## config.mk

```make
export PLATFORM = sky130hd
export DESIGN_NAME = switch_global_ctrl
export DESIGN_NICKNAME = d
export VERILOG_FILES = /design/src/switch_global_pkg.sv /design/src/switch_global_ctrl.sv
export VERILOG_INCLUDE_DIRS = /design/src
export SDC_FILE = /design/constraint.sdc
export NUM_CORES = 1
export LEC_CHECK = 0
export ABC_AREA = 1
export BUFFER_PORTS_ARGS = -buffer_cell sky130_fd_sc_hd__buf_4
export CAP_MARGIN = 25
export CORE_ASPECT_RATIO = 1.1
export CORE_MARGIN = 2
export CORE_UTILIZATION = 45
export CTS_BUF_LIST = sky130_fd_sc_hd__clkbuf_4
export DETAILED_ROUTE_END_ITERATION = 8
export PLACE_DENSITY = 0.75
export SETUP_SLACK_MARGIN = 0.05
export SLEW_MARGIN = 25
export SYNTH_ARGS = -nofsm -noshare
export SYNTH_HDL_FRONTEND = slang
export SYNTH_SLANG_ARGS = --single-unit
```

## constraint.sdc

```tcl
create_clock -name i_clk_sys -period 1.8 [get_ports i_clk_sys]
set_input_delay 0 -clock i_clk_sys [delete_from_list [all_inputs] [get_ports i_clk_sys]]
set_output_delay 0 -clock i_clk_sys [all_outputs]
set_load 0.01 [all_outputs]
```

## src/switch_global_cfg.svh

```systemverilog
`ifndef SWITCH_GLOBAL_CFG_SVH
`define SWITCH_GLOBAL_CFG_SVH

// ==========================================================
// Register indices and byte addresses (index times four).
// ==========================================================
`define IDX_LOOP 6'h0B
`define IDX_PRIO_LO 6'h0C
`define IDX_PRIO_HI 6'h0D
`define IDX_UNKNOWN 6'h0E
`define ADDR_LOOP ({`IDX_LOOP, 2'h0})
`define ADDR_PRIO_LO ({`IDX_PRIO_LO, 2'h0})
`define ADDR_PRIO_HI ({`IDX_PRIO_HI, 2'h0})
`define ADDR_UNKNOWN ({`IDX_UNKNOWN, 2'h0})

// ==========================================================
// Field positions.
// ==========================================================
`define BIT_LED_HI 7
`define BIT_DROP 5
`define BIT_LOOP_HI 3
`define BIT_LOOP_LO 2
`define BIT_LED_LO 1
`define BIT_TPID 0
`define BIT_UNK_EN 7

// ==========================================================
// Reset values.
// ==========================================================
`define RST_LOOP 8'h08
`define RST_PRIO_LO 8'h50
`define RST_PRIO_HI 8'hFA
`define RST_UNKNOWN 8'h07

`endif

```

## src/switch_global_pkg.sv

```systemverilog
package switch_global_pkg;

  typedef enum logic [2:0] {
    LP_TP_SIDE = 3'h1,
    LP_MAC = 3'h2,
    LP_OPTICAL = 3'h4
  } loop_point_type;

  typedef enum logic [1:0] {
    ST_STRAP = 2'h1,
    ST_RUN = 2'h2
  } state_type;

  typedef struct packed {
    logic led_mode_sel_hi;
    logic led_mode_sel_lo;
    logic errored_frame_drop_strap;
    logic loop_point_strap;
  } strap_type;

  typedef struct packed {
    logic valid;
    logic mgmt;
    logic crc_err;
    logic undersize;
    logic oversize;
  } frame_info_type;

  typedef struct packed {
    logic valid;
    logic [2:0] pcp;
  } tag_req_type;

  typedef struct packed {
    logic valid;
    logic [2:0] normal_ports;
  } unk_req_type;

endpackage : switch_global_pkg

```

## src/switch_global_ctrl.sv

```systemverilog
`timescale 1ns/10ps
`include "switch_global_cfg.svh"

// Operation
// With drop enabled in loopback, management and CRC, undersize or oversize frames are dropped, good ones looped.
// With drop disabled in loopback, only management frames are dropped and every Ethernet frame is looped.
// The two position bits pick the loop point: 00 twisted-pair side, 10 MAC, x1 optical side.
// After reset the upper position bit is one and the lower, drop and both LED bits come from straps.
// The LED mode is the two-bit selector formed by bit 7 and bit 1 of the loopback register.
// Software keeps the testing-mode bit 4 at zero.
// Bit 0 of the loopback register enables the special tag-identifier forwarding mode.
// Tags 0 to 3 take their priority from the two-bit fields of the low map register.
// Tags 4 to 7 take their priority from the two-bit fields of the high map register.
// With bit 7 of the steering register set, unknown-destination packets go to the ports in bits 2:0.
// Port field bit 2 is the third port, bit 1 the second, bit 0 the first; it resets to all ones.
// Software leaves the reserved bits at their defaults.
// With steering disabled, unknown-destination packets follow normal forwarding.

module switch_global_ctrl (
  input wire logic i_clk_sys,
  input wire logic i_rst_n,
  input wire logic i_wb_cyc,
  input wire logic i_wb_stb,
  input wire logic i_wb_we,
  input wire logic [7:0] i_wb_adr,
  input wire logic [3:0] i_wb_sel,
  input wire logic [31:0] i_wb_dat,
  output logic [31:0] o_wb_dat,
  output logic o_wb_ack,
  input wire switch_global_pkg::strap_type i_strap,
  input wire logic i_mc_loop_active,
  input wire switch_global_pkg::frame_info_type i_frame,
  output logic o_loop_fwd,
  output logic o_loop_drop,
  input wire switch_global_pkg::tag_req_type i_tag,
  output logic o_prio_valid,
  output logic [1:0] o_prio,
  input wire switch_global_pkg::unk_req_type i_unk,
  output logic o_unk_valid,
  output logic [2:0] o_unk_ports,
  output logic [1:0] o_led_mode,
  output switch_global_pkg::loop_point_type o_loop_point,
  output logic o_special_tpid_en
);
  import switch_global_pkg::*;

  // ==========================================================
  // Register bus slave.
  // ==========================================================
  logic ack_q;
  logic [31:0] rdat_q;
  logic [7:0] loop_q;
  logic [7:0] loop_d;
  logic [7:0] prio_lo_q;
  logic [7:0] prio_hi_q;
  logic [7:0] unk_q;
  state_type st_q;

  wire req = i_wb_cyc & i_wb_stb;
  wire hit_loop = (i_wb_adr == `ADDR_LOOP);
  wire hit_prio_lo = (i_wb_adr == `ADDR_PRIO_LO);
  wire hit_prio_hi = (i_wb_adr == `ADDR_PRIO_HI);
  wire hit_unk = (i_wb_adr == `ADDR_UNKNOWN);

  // The write lands on the edge where the master sees ack, so a
  // request that is dropped early never changes the registers.
  wire wr_lane0 = req & ack_q & i_wb_we & i_wb_sel[0];
  wire wr_loop = wr_lane0 & hit_loop;
  wire wr_prio_lo = wr_lane0 & hit_prio_lo;
  wire wr_prio_hi = wr_lane0 & hit_prio_hi;
  wire wr_unk = wr_lane0 & hit_unk;

  // Unmapped addresses are still acknowledged and read as zero.
  wire [7:0] rd_mux = ({8{hit_loop}} & loop_q) |
                      ({8{hit_prio_lo}} & prio_lo_q) |
                      ({8{hit_prio_hi}} & prio_hi_q) |
                      ({8{hit_unk}} & unk_q);

  always_ff @(posedge i_clk_sys or negedge i_rst_n) begin
    if (!i_rst_n) begin
      ack_q <= 1'h0;
      rdat_q <= 32'h0;
    end else begin
      ack_q <= req & ~ack_q;
      if (req & ~ack_q) begin
        rdat_q <= {24'h0, rd_mux};
      end
    end
  end

  assign o_wb_ack = ack_q;
  assign o_wb_dat = rdat_q;

  // ==========================================================
  // Strap capture.
  // ==========================================================
  // Straps are caught on the first edge after reset release,
  // since an asynchronous reset may only load constants.
  always_ff @(posedge i_clk_sys or negedge i_rst_n) begin
    if (!i_rst_n) begin
      st_q <= ST_STRAP;
    end else begin
      unique case (st_q)
        ST_STRAP: begin
          st_q <= ST_RUN;
        end
        ST_RUN: begin
          st_q <= ST_RUN;
        end
        default: begin
          st_q <= ST_STRAP;
        end
      endcase
    end
  end

  always_comb begin
    loop_d = loop_q;
    if (st_q == ST_STRAP) begin
      loop_d[`BIT_LED_HI] = i_strap.led_mode_sel_hi;
      loop_d[`BIT_LED_LO] = i_strap.led_mode_sel_lo;
      loop_d[`BIT_DROP] = i_strap.errored_frame_drop_strap;
      loop_d[`BIT_LOOP_LO] = i_strap.loop_point_strap;
    end else if (wr_loop) begin
      loop_d = i_wb_dat[7:0];
    end
  end

  // ==========================================================
  // Configuration registers.
  // ==========================================================
  always_ff @(posedge i_clk_sys or negedge i_rst_n) begin
    if (!i_rst_n) begin
      loop_q <= `RST_LOOP;
      prio_lo_q <= `RST_PRIO_LO;
      prio_hi_q <= `RST_PRIO_HI;
      unk_q <= `RST_UNKNOWN;
    end else begin
      loop_q <= loop_d;
      if (wr_prio_lo) begin
        prio_lo_q <= i_wb_dat[7:0];
      end
      if (wr_prio_hi) begin
        prio_hi_q <= i_wb_dat[7:0];
      end
      if (wr_unk) begin
        unk_q <= i_wb_dat[7:0];
      end
    end
  end

  // ==========================================================
  // Static controls.
  // ==========================================================
  wire lp_lo = loop_q[`BIT_LOOP_LO];
  wire lp_hi = loop_q[`BIT_LOOP_HI];

  // The lower position bit overrides the upper one.
  assign o_loop_point = lp_lo ? LP_OPTICAL : (lp_hi ? LP_MAC : LP_TP_SIDE);
  assign o_led_mode = {loop_q[`BIT_LED_HI], loop_q[`BIT_LED_LO]};
  assign o_special_tpid_en = loop_q[`BIT_TPID];

  // ==========================================================
  // Loopback frame filter.
  // ==========================================================
  wire frame_in = i_frame.valid & i_mc_loop_active;
  wire frame_bad = i_frame.crc_err | i_frame.undersize | i_frame.oversize;
  wire drop_bad = loop_q[`BIT_DROP] & frame_bad;
  wire frame_drop = i_frame.mgmt | drop_bad;
  logic fwd_q;
  logic drop_q;

  always_ff @(posedge i_clk_sys or negedge i_rst_n) begin
    if (!i_rst_n) begin
      fwd_q <= 1'h0;
      drop_q <= 1'h0;
    end else begin
      fwd_q <= frame_in & ~frame_drop;
      drop_q <= frame_in & frame_drop;
    end
  end

  assign o_loop_fwd = fwd_q;
  assign o_loop_drop = drop_q;

  // ==========================================================
  // Tag to priority lookup.
  // ==========================================================
  wire [7:0] prio_map = i_tag.pcp[2] ? prio_hi_q : prio_lo_q;
  wire [1:0] prio_sel = i_tag.pcp[1:0];
  wire [1:0] prio_d = prio_map[{prio_sel, 1'h0} +: 2];
  logic prio_valid_q;
  logic [1:0] prio_q;

  always_ff @(posedge i_clk_sys or negedge i_rst_n) begin
    if (!i_rst_n) begin
      prio_valid_q <= 1'h0;
      prio_q <= 2'h0;
    end else begin
      prio_valid_q <= i_tag.valid;
      if (i_tag.valid) begin
        prio_q <= prio_d;
      end
    end
  end

  assign o_prio_valid = prio_valid_q;
  assign o_prio = prio_q;

  // ==========================================================
  // Unknown-destination steering.
  // ==========================================================
  wire unk_en = unk_q[`BIT_UNK_EN];
  // Bit n of the field is port n plus one.
  wire [2:0] unk_d = unk_en ? unk_q[2:0] : i_unk.normal_ports;
  logic unk_valid_q;
  logic [2:0] unk_ports_q;

  always_ff @(posedge i_clk_sys or negedge i_rst_n) begin
    if (!i_rst_n) begin
      unk_valid_q <= 1'h0;
      unk_ports_q <= 3'h0;
    end else begin
      unk_valid_q <= i_unk.valid;
      if (i_unk.valid) begin
        unk_ports_q <= unk_d;
      end
    end
  end

  assign o_unk_valid = unk_valid_q;
  assign o_unk_ports = unk_ports_q;
endmodule : switch_global_ctrl

```

==> key figures, run 1 <==
Setup path
  • Reg-to-reg slack, setup: between 0.3 and 0.4 ns
  • Crit path DAT: 1.85 ns
  • Worst Setup SP: i_mc_loop_active
  • Reg2reg end: prio_lo_q[5]$_DFFE_PN0P_
  • CP peak stage delay: 0.55 ns
  • CP endpoint kind: flop
  • R2R depth: 5
  • Setup crit start kind: input port
  • Critical Path Slowest Stage Cell: dlygate4sd3_1
  • Crit Path Class: in -> reg
  • Critical-path cell list: dlygate4sd3_1 > buf_4 > nand2_1 > dlygate4sd3_1 > nor2_1 > dlygate4sd3_1
  • WP data required: between 2 and 2.5 ns
  • Crit-path most repeated cell: dlygate4sd3_1
  • CP Max Fanout: 2
  • R2R Path Start: o_wb_ack$_DFF_PN0_

STA
  • Minimum clock period: between 1.5 and 2 ns
  • Fmax: roughly 630 MHz
  • Final setup fails: 0
  • RSZ-0062 raised after global routing: false
  • Worst clock skew: around 0.015 ns
  • Final Max Tran Viols: 0
  • Relative slew slack: 57.09%
  • Period utilization: 88.54%
  • Final setup TNS: 0 ns
  • Hold Violations, Final: 0
  • Worst-Margin Slew: around 0.64 ns

Die
  • Total core area: ~0.0061 sq mm
  • FP Rows: 30
  • Die Wd: roughly 80 um
  • Full die area: between 0.006 and 0.007 sq mm
  • Initial core utilization: 46.11%
  • Io pins: about 120
  • Die Y: 87.05 um

Run
  • Max_cap viols: 0

Layout
  • Layout net count: 487
  • Number of filler cells placed in the layout: ~560
  • Share of cells above drive strength 1: roughly 27%
  • Commonest non-fill, non-tap cell in the layout: buf_4
  • Antenna cells: 0
  • Synth-to-Final Area Change: 24.61%
  • Most frequent cells in the layout: 65 x buf_4, 56 x nand2_1, 53 x nand3_1

Min path
  • Hold WC Path Type: in -> reg
  • Hold wc startpoint: i_tag[0]
  • Hold Crit Endpoint: o_prio[0]$_DFFE_PN0P_
  • Hold depth: 5

Clock tree
  • Num CTS Buffers: 5
  • CTS tree: built
  • Post-cts sizing count: 0
  • Clock latency on the worst-skew pair: between 0.3 and 0.4 ns
  • Root Driver: clkbuf_4
  • # clock sinks: 52
  • Clock Path Buffers: 2
  • CTS H-tree depth: 2
  • Clock Pin Slew Worst Setup and Hold Paths: about 0.14 ns

Detailed routing
  • First-pass DRT Iterations: 5
  • Via/cell ratio: 4.732
  • DR vias: between 2000 and 2500
  • Final ANT Viol Nets: 0
  • Starting DRT DRC Count: 140
  • Detailed Route WL: about 6000 um
  • WL per Instance: about 12 um
  • DR DRC count: 0

Yosys
  • Post-Synthesis Cells: roughly 340
  • Seq cells post-synth: 52
  • Seq/Total Area, Yosys: a little under half
  • Netlist cell types: 29
  • Ys Warns: 0
  • Average cell area after synthesis: between 8 and 9 sq um
  • Post-Syn Area: about 0.0028 sq mm

Placed design
  • IO buf count: between 60 and 70
  • HPWL after detailed placement: around 4500 um
  • Gpl congestion: between 0.8 and 0.9

GRT
  • Overflow after GRT: 0
  • Largest net degree at the start of global routing: between 50 and 60
  • Initial antenna violation count: 0
  • Vias in the first global route: between 2000 and 2500
  • Global-route wire length before repair: between 10000 and 15000 um
  • Gr usage total: 18.94%

Power and ir drop
  • Total design power: 0.002142 W
  • Highest ir drop seen on vdd: 0.3717 mV
  • P_sw: 0.0005739 W
  • Combinational Power Share: between 15 and 20%
  • Clock power frac: 24.1%
  • Sequential power share: between 50% and 60%
  • Pwr dens: 609.2 mW/mm^2
  • P_int: ~0.0016 W
  • Pleak: between 1.5 and 2 nW
  • Sw Ratio: a little over a quarter

Status
  • Status: finished clean
[cell usage after synthesis (all sizes together)]
cell,count,share of area (%)
inv,36,4.8
ha,1,0.44
conb,1,0.13
o21ai,32,6.9
dfstp,13,12
a31oi,3,0.67
clkinv,1,0.13
dfrtp,39,35
a211oi,1,0.27
clkbuf,1,0.13
a21oi,7,1.4
nor2,44,8.1
nand2,61,8.7
nand3,55,10
buf,35,9.7
o211ai,6,1.6
[worst max path at each step]
stage                                     endpoint  slack (ns)  cells after the start
final                        o_loop_drop$_DFF_PN0_        0.21                      6
after floorplan           prio_hi_q[2]$_DFFE_PN0P_        0.51                      6
after CTS                    o_loop_drop$_DFF_PN0_        0.20                      6
after detailed placement  prio_lo_q[5]$_DFFE_PN0P_        0.30                      5
after global placement    prio_lo_q[5]$_DFFE_PN0P_        0.34                      5
after global routing      prio_lo_q[5]$_DFFE_PN0P_        0.14                      5
[metrics by stage]
stage	hold WS, ns	utilization [%]	instances	setup slack, ns	instance area (sq um)
final	0.05719	57.46	500	0.2062	3516
after floorplan	-0.2956	-	359	0.5062	2908
after global routing	0.08284	57.46	500	0.1422	3516
after global placement	0.06278	52.62	468	0.3428	3219
after CTS	0.04496	57.46	500	0.2005	3516
after detailed placement	0.06993	52.62	468	0.3035	3219
[area by class of cell]
| type | instances | area [sq um] | area share [%] |
|---|---|---|---|
| Clock buffer | 6 | 45.04 | 1.281 |
| Sequential cell | 52 | 1318 | 37.47 |
| Clock inverter | 2 | 11.26 | 0.3203 |
| Timing Repair Buffer | 89 | 728.2 | 20.71 |
| Multi-Input combinational cell | 234 | 1175 | 33.42 |
| Inverter | 37 | 138.9 | 3.950 |
| Tap cell | 80 | 100.1 | 2.847 |
[critical path, delay by kind of cell]
kind,cells,cell delay (ns)
buffers and inverters,4,1.75
AND/OR/NAND/NOR,2,0.10
[power groups by stage]
| stage | combinational [W] | sequential, W | clock [W] |
|---|---|---|---|
| floorplan | 0.000176 | 0.00128 | 0 |
| global placement | 0.000337 | 0.00126 | 0 |
| detailed placement | 0.000343 | 0.00126 | 0 |
| CTS | 0.000384 | 0.00124 | 0.000534 |
| global route | 0.000424 | 0.00125 | 0.000587 |
| finish | 0.000382 | 0.00124 | 0.000517 |
[routing by layer]
layer  share of wire (%)  track usage (%)  vias to the layer above
li1                    -                -                     1203
met1                  42            24.16                     1069
met2                  50            32.24                       81
met3                 6.3            4.253                       13
met4                 1.8            5.486                        0
met5                   0                0                        -
[sequential cells by signal, indices dropped and copies added, names as in the netlist]
name          count
loop_q            8
o_wb_dat          8
prio_hi_q         8
prio_lo_q         8
unk_q             8
o_unk_ports       3
o_prio            2
st_q              2
o_loop_drop       1
o_loop_fwd        1
o_prio_valid      1
o_unk_valid       1
o_wb_ack          1
[cells by family (layout without fill, tap and decap cells)]
kind of cell | Yosys count | after routing | synth area share (%)
flops | 52 | 52 | 46.70
other cells | 1 | 24 | 0.1329
buf+inv | 73 | 134 | 14.72
simple gates | 160 | 160 | 27.23
compound gates | 49 | 49 | 10.78
fa+ha+maj | 1 | 1 | 0.4434
[timing repair]
action,in CTS,in global routing
buffers inserted,0,0
hold endpoints to repair,80,0
hold buffers,24,0
setup endpoints to repair,0,0
No activity file was read; power rests on OpenSTA's default activity.
==> run 2: changes to the inputs <==
--- a/config.mk
+++ b/config.mk
@@ -6,15 +6,16 @@
 export SDC_FILE = /design/constraint.sdc
 export NUM_CORES = 1
 export LEC_CHECK = 0
-export ABC_AREA = 1
+export ABC_AREA = 0
 export BUFFER_PORTS_ARGS = -buffer_cell sky130_fd_sc_hd__buf_4
 export CAP_MARGIN = 25
 export CORE_ASPECT_RATIO = 1.1
 export CORE_MARGIN = 2
 export CORE_UTILIZATION = 45
 export CTS_BUF_LIST = sky130_fd_sc_hd__clkbuf_4
+export CTS_CLUSTER_DIAMETER = 30
 export DETAILED_ROUTE_END_ITERATION = 8
-export PLACE_DENSITY = 0.75
+export PLACE_DENSITY = 0.76
 export SETUP_SLACK_MARGIN = 0.05
 export SLEW_MARGIN = 25
 export SYNTH_ARGS = -nofsm -noshare
==> key figures, run 2 <==
Status
  • Status: finished with violations
  • Failing checks: negative hold slack

Die
  • Io pins: 115
  • FP Rows: 29
  • Total core area: just under 0.006 sq mm
  • Die Wd: approximately 78 um
  • Initial core utilization: 46.50%
  • Die Y: about 85 um
  • Full die area: ~0.0066 sq mm

Power and ir drop
  • Highest ir drop seen on vdd: around 0.43 mV
  • Pwr dens: ~660 mW/mm^2
  • Sequential power share: about half
  • Pleak: approximately 1.7 nW
  • Total design power: about 0.0024 W
  • Sw Ratio: 23.11%
  • Combinational Power Share: a little over an eighth
  • P_sw: between 0.0005 and 0.0006 W
  • P_int: roughly 0.0018 W
  • Clock power frac: between 30% and 40%

STA
  • Final setup fails: 0
  • Minimum clock period: 1.709 ns
  • Hold Slack: -0.004388 ns
  • Worst-Margin Slew: about 0.64 ns
  • Period utilization: between 90 and 100%
  • Worst clock skew: ~0.020 ns
  • RSZ-0062 raised after global routing: false
  • Relative slew slack: a little under three fifths
  • Hold Violations, Final: 1
  • Final Max Tran Viols: 0
  • Fmax: between 500 and 600 MHz
  • Final setup TNS: 0 ns

Layout
  • Final instance area: ~0.0036 sq mm
  • Antenna cells: 0
  • Layout net count: between 300 and 400
  • Share of cells above drive strength 1: around half
  • Multi-input logic area: approximately 0.0012 sq mm
  • Final std cells w/o fill: around 390
  • Register area: about 0.0013 sq mm
  • Core Util, Final: between 60% and 70%
  • Synth-to-Final Area Change: 33.49%
  • Most frequent cells in the layout: 78 x buf_4, 39 x dfrtp_1, 34 x mux2_2
  • Number of filler cells placed in the layout: around 480
  • Commonest non-fill, non-tap cell in the layout: buf_4

Detailed routing
  • WL per Instance: 14.70 um
  • Detailed Route WL: between 5000 and 6000 um
  • Final ANT Viol Nets: 0
  • Starting DRT DRC Count: around 130
  • DR DRC count: 0
  • DR vias: ~2000
  • Via/cell ratio: 5.046
  • Met3 WL: around 370 um
  • DR WL met2: between 2000 and 3000 um
  • Max layer used: met4
  • First-pass DRT Iterations: 4
  • M1 wire length: 2487 um

Yosys
  • Post-synth top area share: between 30% and 40%
  • Seq cells post-synth: 52
  • Average cell area after synthesis: 12.65 sq um
  • Area contributors post-synth: dfrtp_1 36%, mux2_2 14%, dfstp_2 13%, buf_4 7.6%, mux2_4 4.5%
  • Post-Syn Area: 0.002683 sq mm
  • Async S/R FF share, synth: 100.0%
  • Seq/Total Area, Yosys: 49.11%
  • Ys Warns: 0
  • Ys flop type: dfrtp_1
  • Post-Synthesis Cells: roughly 210
  • EDFF count, synth: 0
  • Most common library cells after synthesis: 39 x dfrtp_1, 34 x mux2_2, 27 x buf_4
  • Top-count cell post-synth: dfrtp_1
  • Netlist cell types: 38
  • Area leader, netlist: dfrtp_1

Setup path
  • CP peak stage delay: about 0.48 ns
  • Crit path DAT: a little under 2 ns
  • CP endpoint kind: flop
  • Crit Path Class: reg -> reg
  • Setup crit start kind: flop
  • CP Max Fanout: 8
  • Critical-path cell list: and3_4 > nand3_4 > or4b_1 > buf_6 > mux2_4
  • WP data required: ~2.1 ns
  • Critical Path Slowest Stage Cell: or4b_1

GRT
  • Gr usage total: about 18%
  • Initial antenna violation count: 0
  • Largest net degree at the start of global routing: 53
  • Vias in the first global route: 1968
  • Global-route wire length before repair: 9473 um
  • Overflow after GRT: 0

Placed design
  • HPWL after detailed placement: between 4000 and 5000 um
  • Inst Count DP: around 360
  • IO buf count: 63
  • Placed cell areas: 0.003227 sq mm
  • Gpl congestion: ~0.78

Clock tree
  • CTS H-tree depth: 2
  • Root Driver: clkbuf_4
  • Clock Path Buffers: 2
  • Clock Pin Slew Worst Setup and Hold Paths: roughly 0.16 ns
  • # clock sinks: between 50 and 60
  • Clock latency on the worst-skew pair: about 0.38 ns
  • Num CTS Buffers: 5
  • CTS tree: built

Min path
  • Hold WC Path Type: in -> reg

Run
  • Max_cap viols: 0
==> run 2: worst paths after layout <==
| path | startpoint | to | slack [ns] | cells after the start |
|---|---|---|---|---|
| max reg2reg | o_wb_ack$_DFF_PN0_ | unk_q[6]$_DFFE_PN0P_ | 0.09 | 5 |
| min in group asynchronous | i_rst_n | o_unk_valid$_DFF_PN0_ | 0.17 | 2 |
| max | o_wb_ack$_DFF_PN0_ | unk_q[6]$_DFFE_PN0P_ | 0.09 | 5 |
| min | i_tag[0] | o_prio[1]$_DFFE_PN0P_ | -0.004 | 3 |
| max in group asynchronous | i_rst_n | o_prio[0]$_DFFE_PN0P_ | 1.19 | 2 |
| min reg2reg | o_wb_dat[2]$_DFFE_PN0P_ | o_wb_dat[2]$_DFFE_PN0P_ | 0.52 | 2 |
==> run 2: kinds of logic (layout without fill, tap and decap cells) <==
logic type	after synthesis	count (layout)	share of synthesized area (%)
flops	52	52	49.11
buf+inv	37	114	9.281
other cells	1	24	0.1398
simple gates	46	46	10.49
mux	53	53	24.72
fa+ha+maj	1	1	0.4663
compound gates	22	22	5.784
==> run 2: power groups by stage <==
stage / logic [W] / clock network (W) / registers [W]
after floorplan: 0.000136 / 0 / 0.00126
after detailed placement: 0.000287 / 0 / 0.00125
after global routing: 0.000358 / 0.000867 / 0.00123
after CTS: 0.000328 / 0.000835 / 0.00122
after global placement: 0.000282 / 0 / 0.00124
final: 0.000325 / 0.000822 / 0.00122
==> run 2: final cells by class <==
cell class	count	share of cell area [%]
Clock buffer	6	1.258
Clock inverter	2	1.677
Inverter	4	0.4193
Multi-Input combinational cell	146	34.07
Sequential cell	52	36.79
Tap cell	77	2.690
Timing Repair Buffer	102	23.10
==> run 2: metal layers <==
metal  global-route usage (%)  up-vias
met5                        0        -
met4                    3.734        0
met3                    4.255        5
met2                    31.11       79
met1                    23.32      967
li1                         -      912
==> run 2: critical path, delay by kind of cell (launching register included) <==
kind	cells	cell delay [ns]
multiplexers	1	0.29
buffers and inverters	1	0.18
flip-flops	1	0.38
AND/OR/NAND/NOR	3	0.74
==> run 2: repair_timing <==
item / in CTS / in global routing
hold buffers: 23 / 0
endpoints found under the hold margin: 80 / 0
gates resized for setup: 1 / 0
buffers inserted: 1 / 1
pin swaps: 2 / 0
endpoints found under the setup margin: 6 / 1
==> run 2: stage by stage <==
stage               hold WS [ns]  setup WS, ns
floorplan                -0.2956       0.02886
global placement         0.06257       0.05389
detailed placement       0.07257       0.03473
CTS                     0.002269       0.09896
global route             0.02154       0.05282
finish                 -0.004388       0.09106
==> run 3: changes to the inputs <==
--- a/config.mk
+++ b/config.mk
@@ -15,7 +15,7 @@
 export CTS_BUF_LIST = sky130_fd_sc_hd__clkbuf_4
 export CTS_CLUSTER_DIAMETER = 30
 export DETAILED_ROUTE_END_ITERATION = 8
-export PLACE_DENSITY = 0.76
+export PLACE_DENSITY = 0.74
 export SETUP_SLACK_MARGIN = 0.05
 export SLEW_MARGIN = 25
 export SYNTH_ARGS = -nofsm -noshare
==> key figures, run 3 (synthesis results as in run 2) <==
Setup path
  • Critical Path Slowest Stage Cell: or4b_4
  • R2R depth: 5
  • Crit Path Class: reg -> reg
  • Reg2reg end: unk_q[6]$_DFFE_PN0P_
  • Worst path bufs/invs: 1
  • Setup crit start kind: flop
  • CP top delay family: simple AND/OR/NAND/NOR gates
  • R2R Path Start: o_wb_ack$_DFF_PN0_
  • CP endpoint kind: flop
  • Reg-to-reg slack, setup: approximately 0.11 ns
  • Crit path DAT: 1.96 ns
  • CP peak stage delay: roughly 0.5 ns
  • CP Depth: 5
  • WP data required: 2.06 ns
  • CP Max Fanout: 8
  • Critical-path cell list: and3_4 > nand3_4 > or4b_4 > buf_12 > mux2_4

Layout
  • Share of cells above drive strength 1: around half
  • Multi-input logic area: 0.001224 sq mm
  • Layout net count: approximately 380
  • Register area: around 0.0013 sq mm
  • Synth-to-Final Area Change: 33.12%
  • Final instance area: approximately 0.0036 sq mm
  • Core Util, Final: slightly above 60%
  • Commonest non-fill, non-tap cell in the layout: buf_4
  • Most frequent cells in the layout: 80 x buf_4, 39 x dfrtp_1, 34 x mux2_2
  • Antenna cells: 0
  • Number of filler cells placed in the layout: between 400 and 500

GRT
  • Global-route wire length before repair: between 9000 and 10000 um
  • Initial antenna violation count: 0
  • Largest net degree at the start of global routing: 53
  • Overflow after GRT: 0
  • Vias in the first global route: between 2000 and 2500
  • Gr usage total: between 10% and 20%

Die
  • Full die area: approximately 0.0066 sq mm
  • Total core area: approximately 0.0058 sq mm
  • Die Y: ~85 um
  • FP Rows: 29
  • Io pins: between 100 and 150
  • Die Wd: 77.62 um
  • Initial core utilization: around 46%

Detailed routing
  • Max layer used: met4
  • First-pass DRT Iterations: 4
  • Final ANT Viol Nets: 0
  • Starting DRT DRC Count: between 100 and 150
  • Met3 WL: 383 um
  • Detailed Route WL: a little under 6000 um
  • DR vias: 1980
  • DR WL met2: 2910 um
  • WL per Instance: 15.05 um
  • M1 wire length: approximately 2500 um
  • DR DRC count: 0
  • Via/cell ratio: slightly above 5

STA
  • Hold Violations, Final: 0
  • Minimum clock period: 1.692 ns
  • RSZ-0062 raised after global routing: false
  • Final setup fails: 0
  • Final Max Tran Viols: 0
  • Fmax: 591.2 MHz
  • Worst-Margin Slew: ~0.65 ns
  • Final setup TNS: 0 ns
  • Relative slew slack: between 50% and 60%
  • Period utilization: 93.97%
  • Worst clock skew: between 0.01 and 0.015 ns

Clock tree
  • CTS H-tree depth: 2
  • Root Driver: clkbuf_4
  • Clock Pin Slew Worst Setup and Hold Paths: 0.13 ns
  • # clock sinks: 52
  • Num CTS Buffers: 5
  • Clock latency on the worst-skew pair: around 0.37 ns
  • Clock Path Buffers: 2
  • CTS tree: built

Run
  • Max_cap viols: 0

Min path
  • Hold Crit Endpoint: o_wb_dat[0]$_DFFE_PN0P_
  • Hold wc startpoint: i_wb_adr[4]
  • Hold depth: 4
  • Hold WC Path Type: in -> reg

Power and ir drop
  • Pwr dens: ~600 mW/mm^2
  • Pleak: about 1.7 nW
  • Highest ir drop seen on vdd: approximately 0.39 mV

Placed design
  • HPWL after detailed placement: 4346 um
  • Placed cell areas: 0.003234 sq mm
  • Gpl congestion: between 0.8 and 0.9
  • IO buf count: 63

Status
  • Status: finished clean
[run 3: changes by cell type in the layout (fill, tap and decap cells not counted), sizes merged]
| cell | before | now |
|---|---|---|
| buf | 79 | 81 |
| bufinv | 2 | 0 |
| clkbuf | 6 | 7 |
| clkinv | 1 | 2 |
| dlygate4sd3 | 23 | 24 |
[run 3: area by class of cell]
type | count | share of cell area [%]
inverters | 4 | 0.4205
multi-input cells | 146 | 34.27
repair buffers | 105 | 24.11
flip-flops and latches | 52 | 36.90
well taps | 77 | 2.698
clock inverters | 1 | 0.1402
clock buffers | 7 | 1.472
[run 3: worst register-to-register path, stage by stage, from the launching register on]
cell,delay (ns)
dfrtp_1,0.38
and3_4,0.20
nand3_4,0.06
or4b_4,0.50
buf_12,0.17
mux2_4,0.29
[run 3: per-layer routing]
layer	vias to the layer above	track usage (%)
li1	921	-
met3	9	3.936
met5	-	0
met4	0	5.357
met1	964	24.82
met2	86	32.45
[run 3: per-stage QoR]
step,power [W],setup WS (ns),hold WS [ns],std cells
6_report,0.002092,0.1085,0.1604,392
5_1_grt,0.002195,0.06535,0.1550,392
4_1_cts,0.002104,0.05134,0.1470,390
3_5_place_dp,0.001536,0.01789,0.06349,357
3_3_place_gp,0.001530,0.04854,0.06420,357
2_1_floorplan,0.001391,0.02886,-0.2956,235
[run 3: worst max-delay path by stage]
stage | end | slack, ns | startpoint
floorplan | unk_q[3]$_DFFE_PN0P_ | 0.03 | o_wb_ack$_DFF_PN0_
CTS | unk_q[5]$_DFFE_PN0P_ | 0.05 | o_wb_ack$_DFF_PN0_
finish | unk_q[6]$_DFFE_PN0P_ | 0.11 | o_wb_ack$_DFF_PN0_
detailed placement | unk_q[5]$_DFFE_PN0P_ | 0.02 | o_wb_ack$_DFF_PN0_
global route | unk_q[6]$_DFFE_PN0P_ | 0.07 | o_wb_ack$_DFF_PN0_
global placement | unk_q[6]$_DFFE_PN0P_ | 0.05 | o_wb_ack$_DFF_PN0_
[run 3: power by group]
part	internal, W	total, W	leakage, nW	switching, W
Combinational	0.000176	0.000335	1.04	0.000159
Sequential	0.00120	0.00122	0.638	0.0000207
Clock	0.000183	0.000532	0.0361	0.000349
[run 3: timing repair]
item,in CTS,in global routing
hold endpoints to repair,80,0
hold buffers,24,0
gates resized for setup,2,2
cloned,0,0
setup buffers,1,2
pin swaps,0,2
setup endpoints to repair,6,6
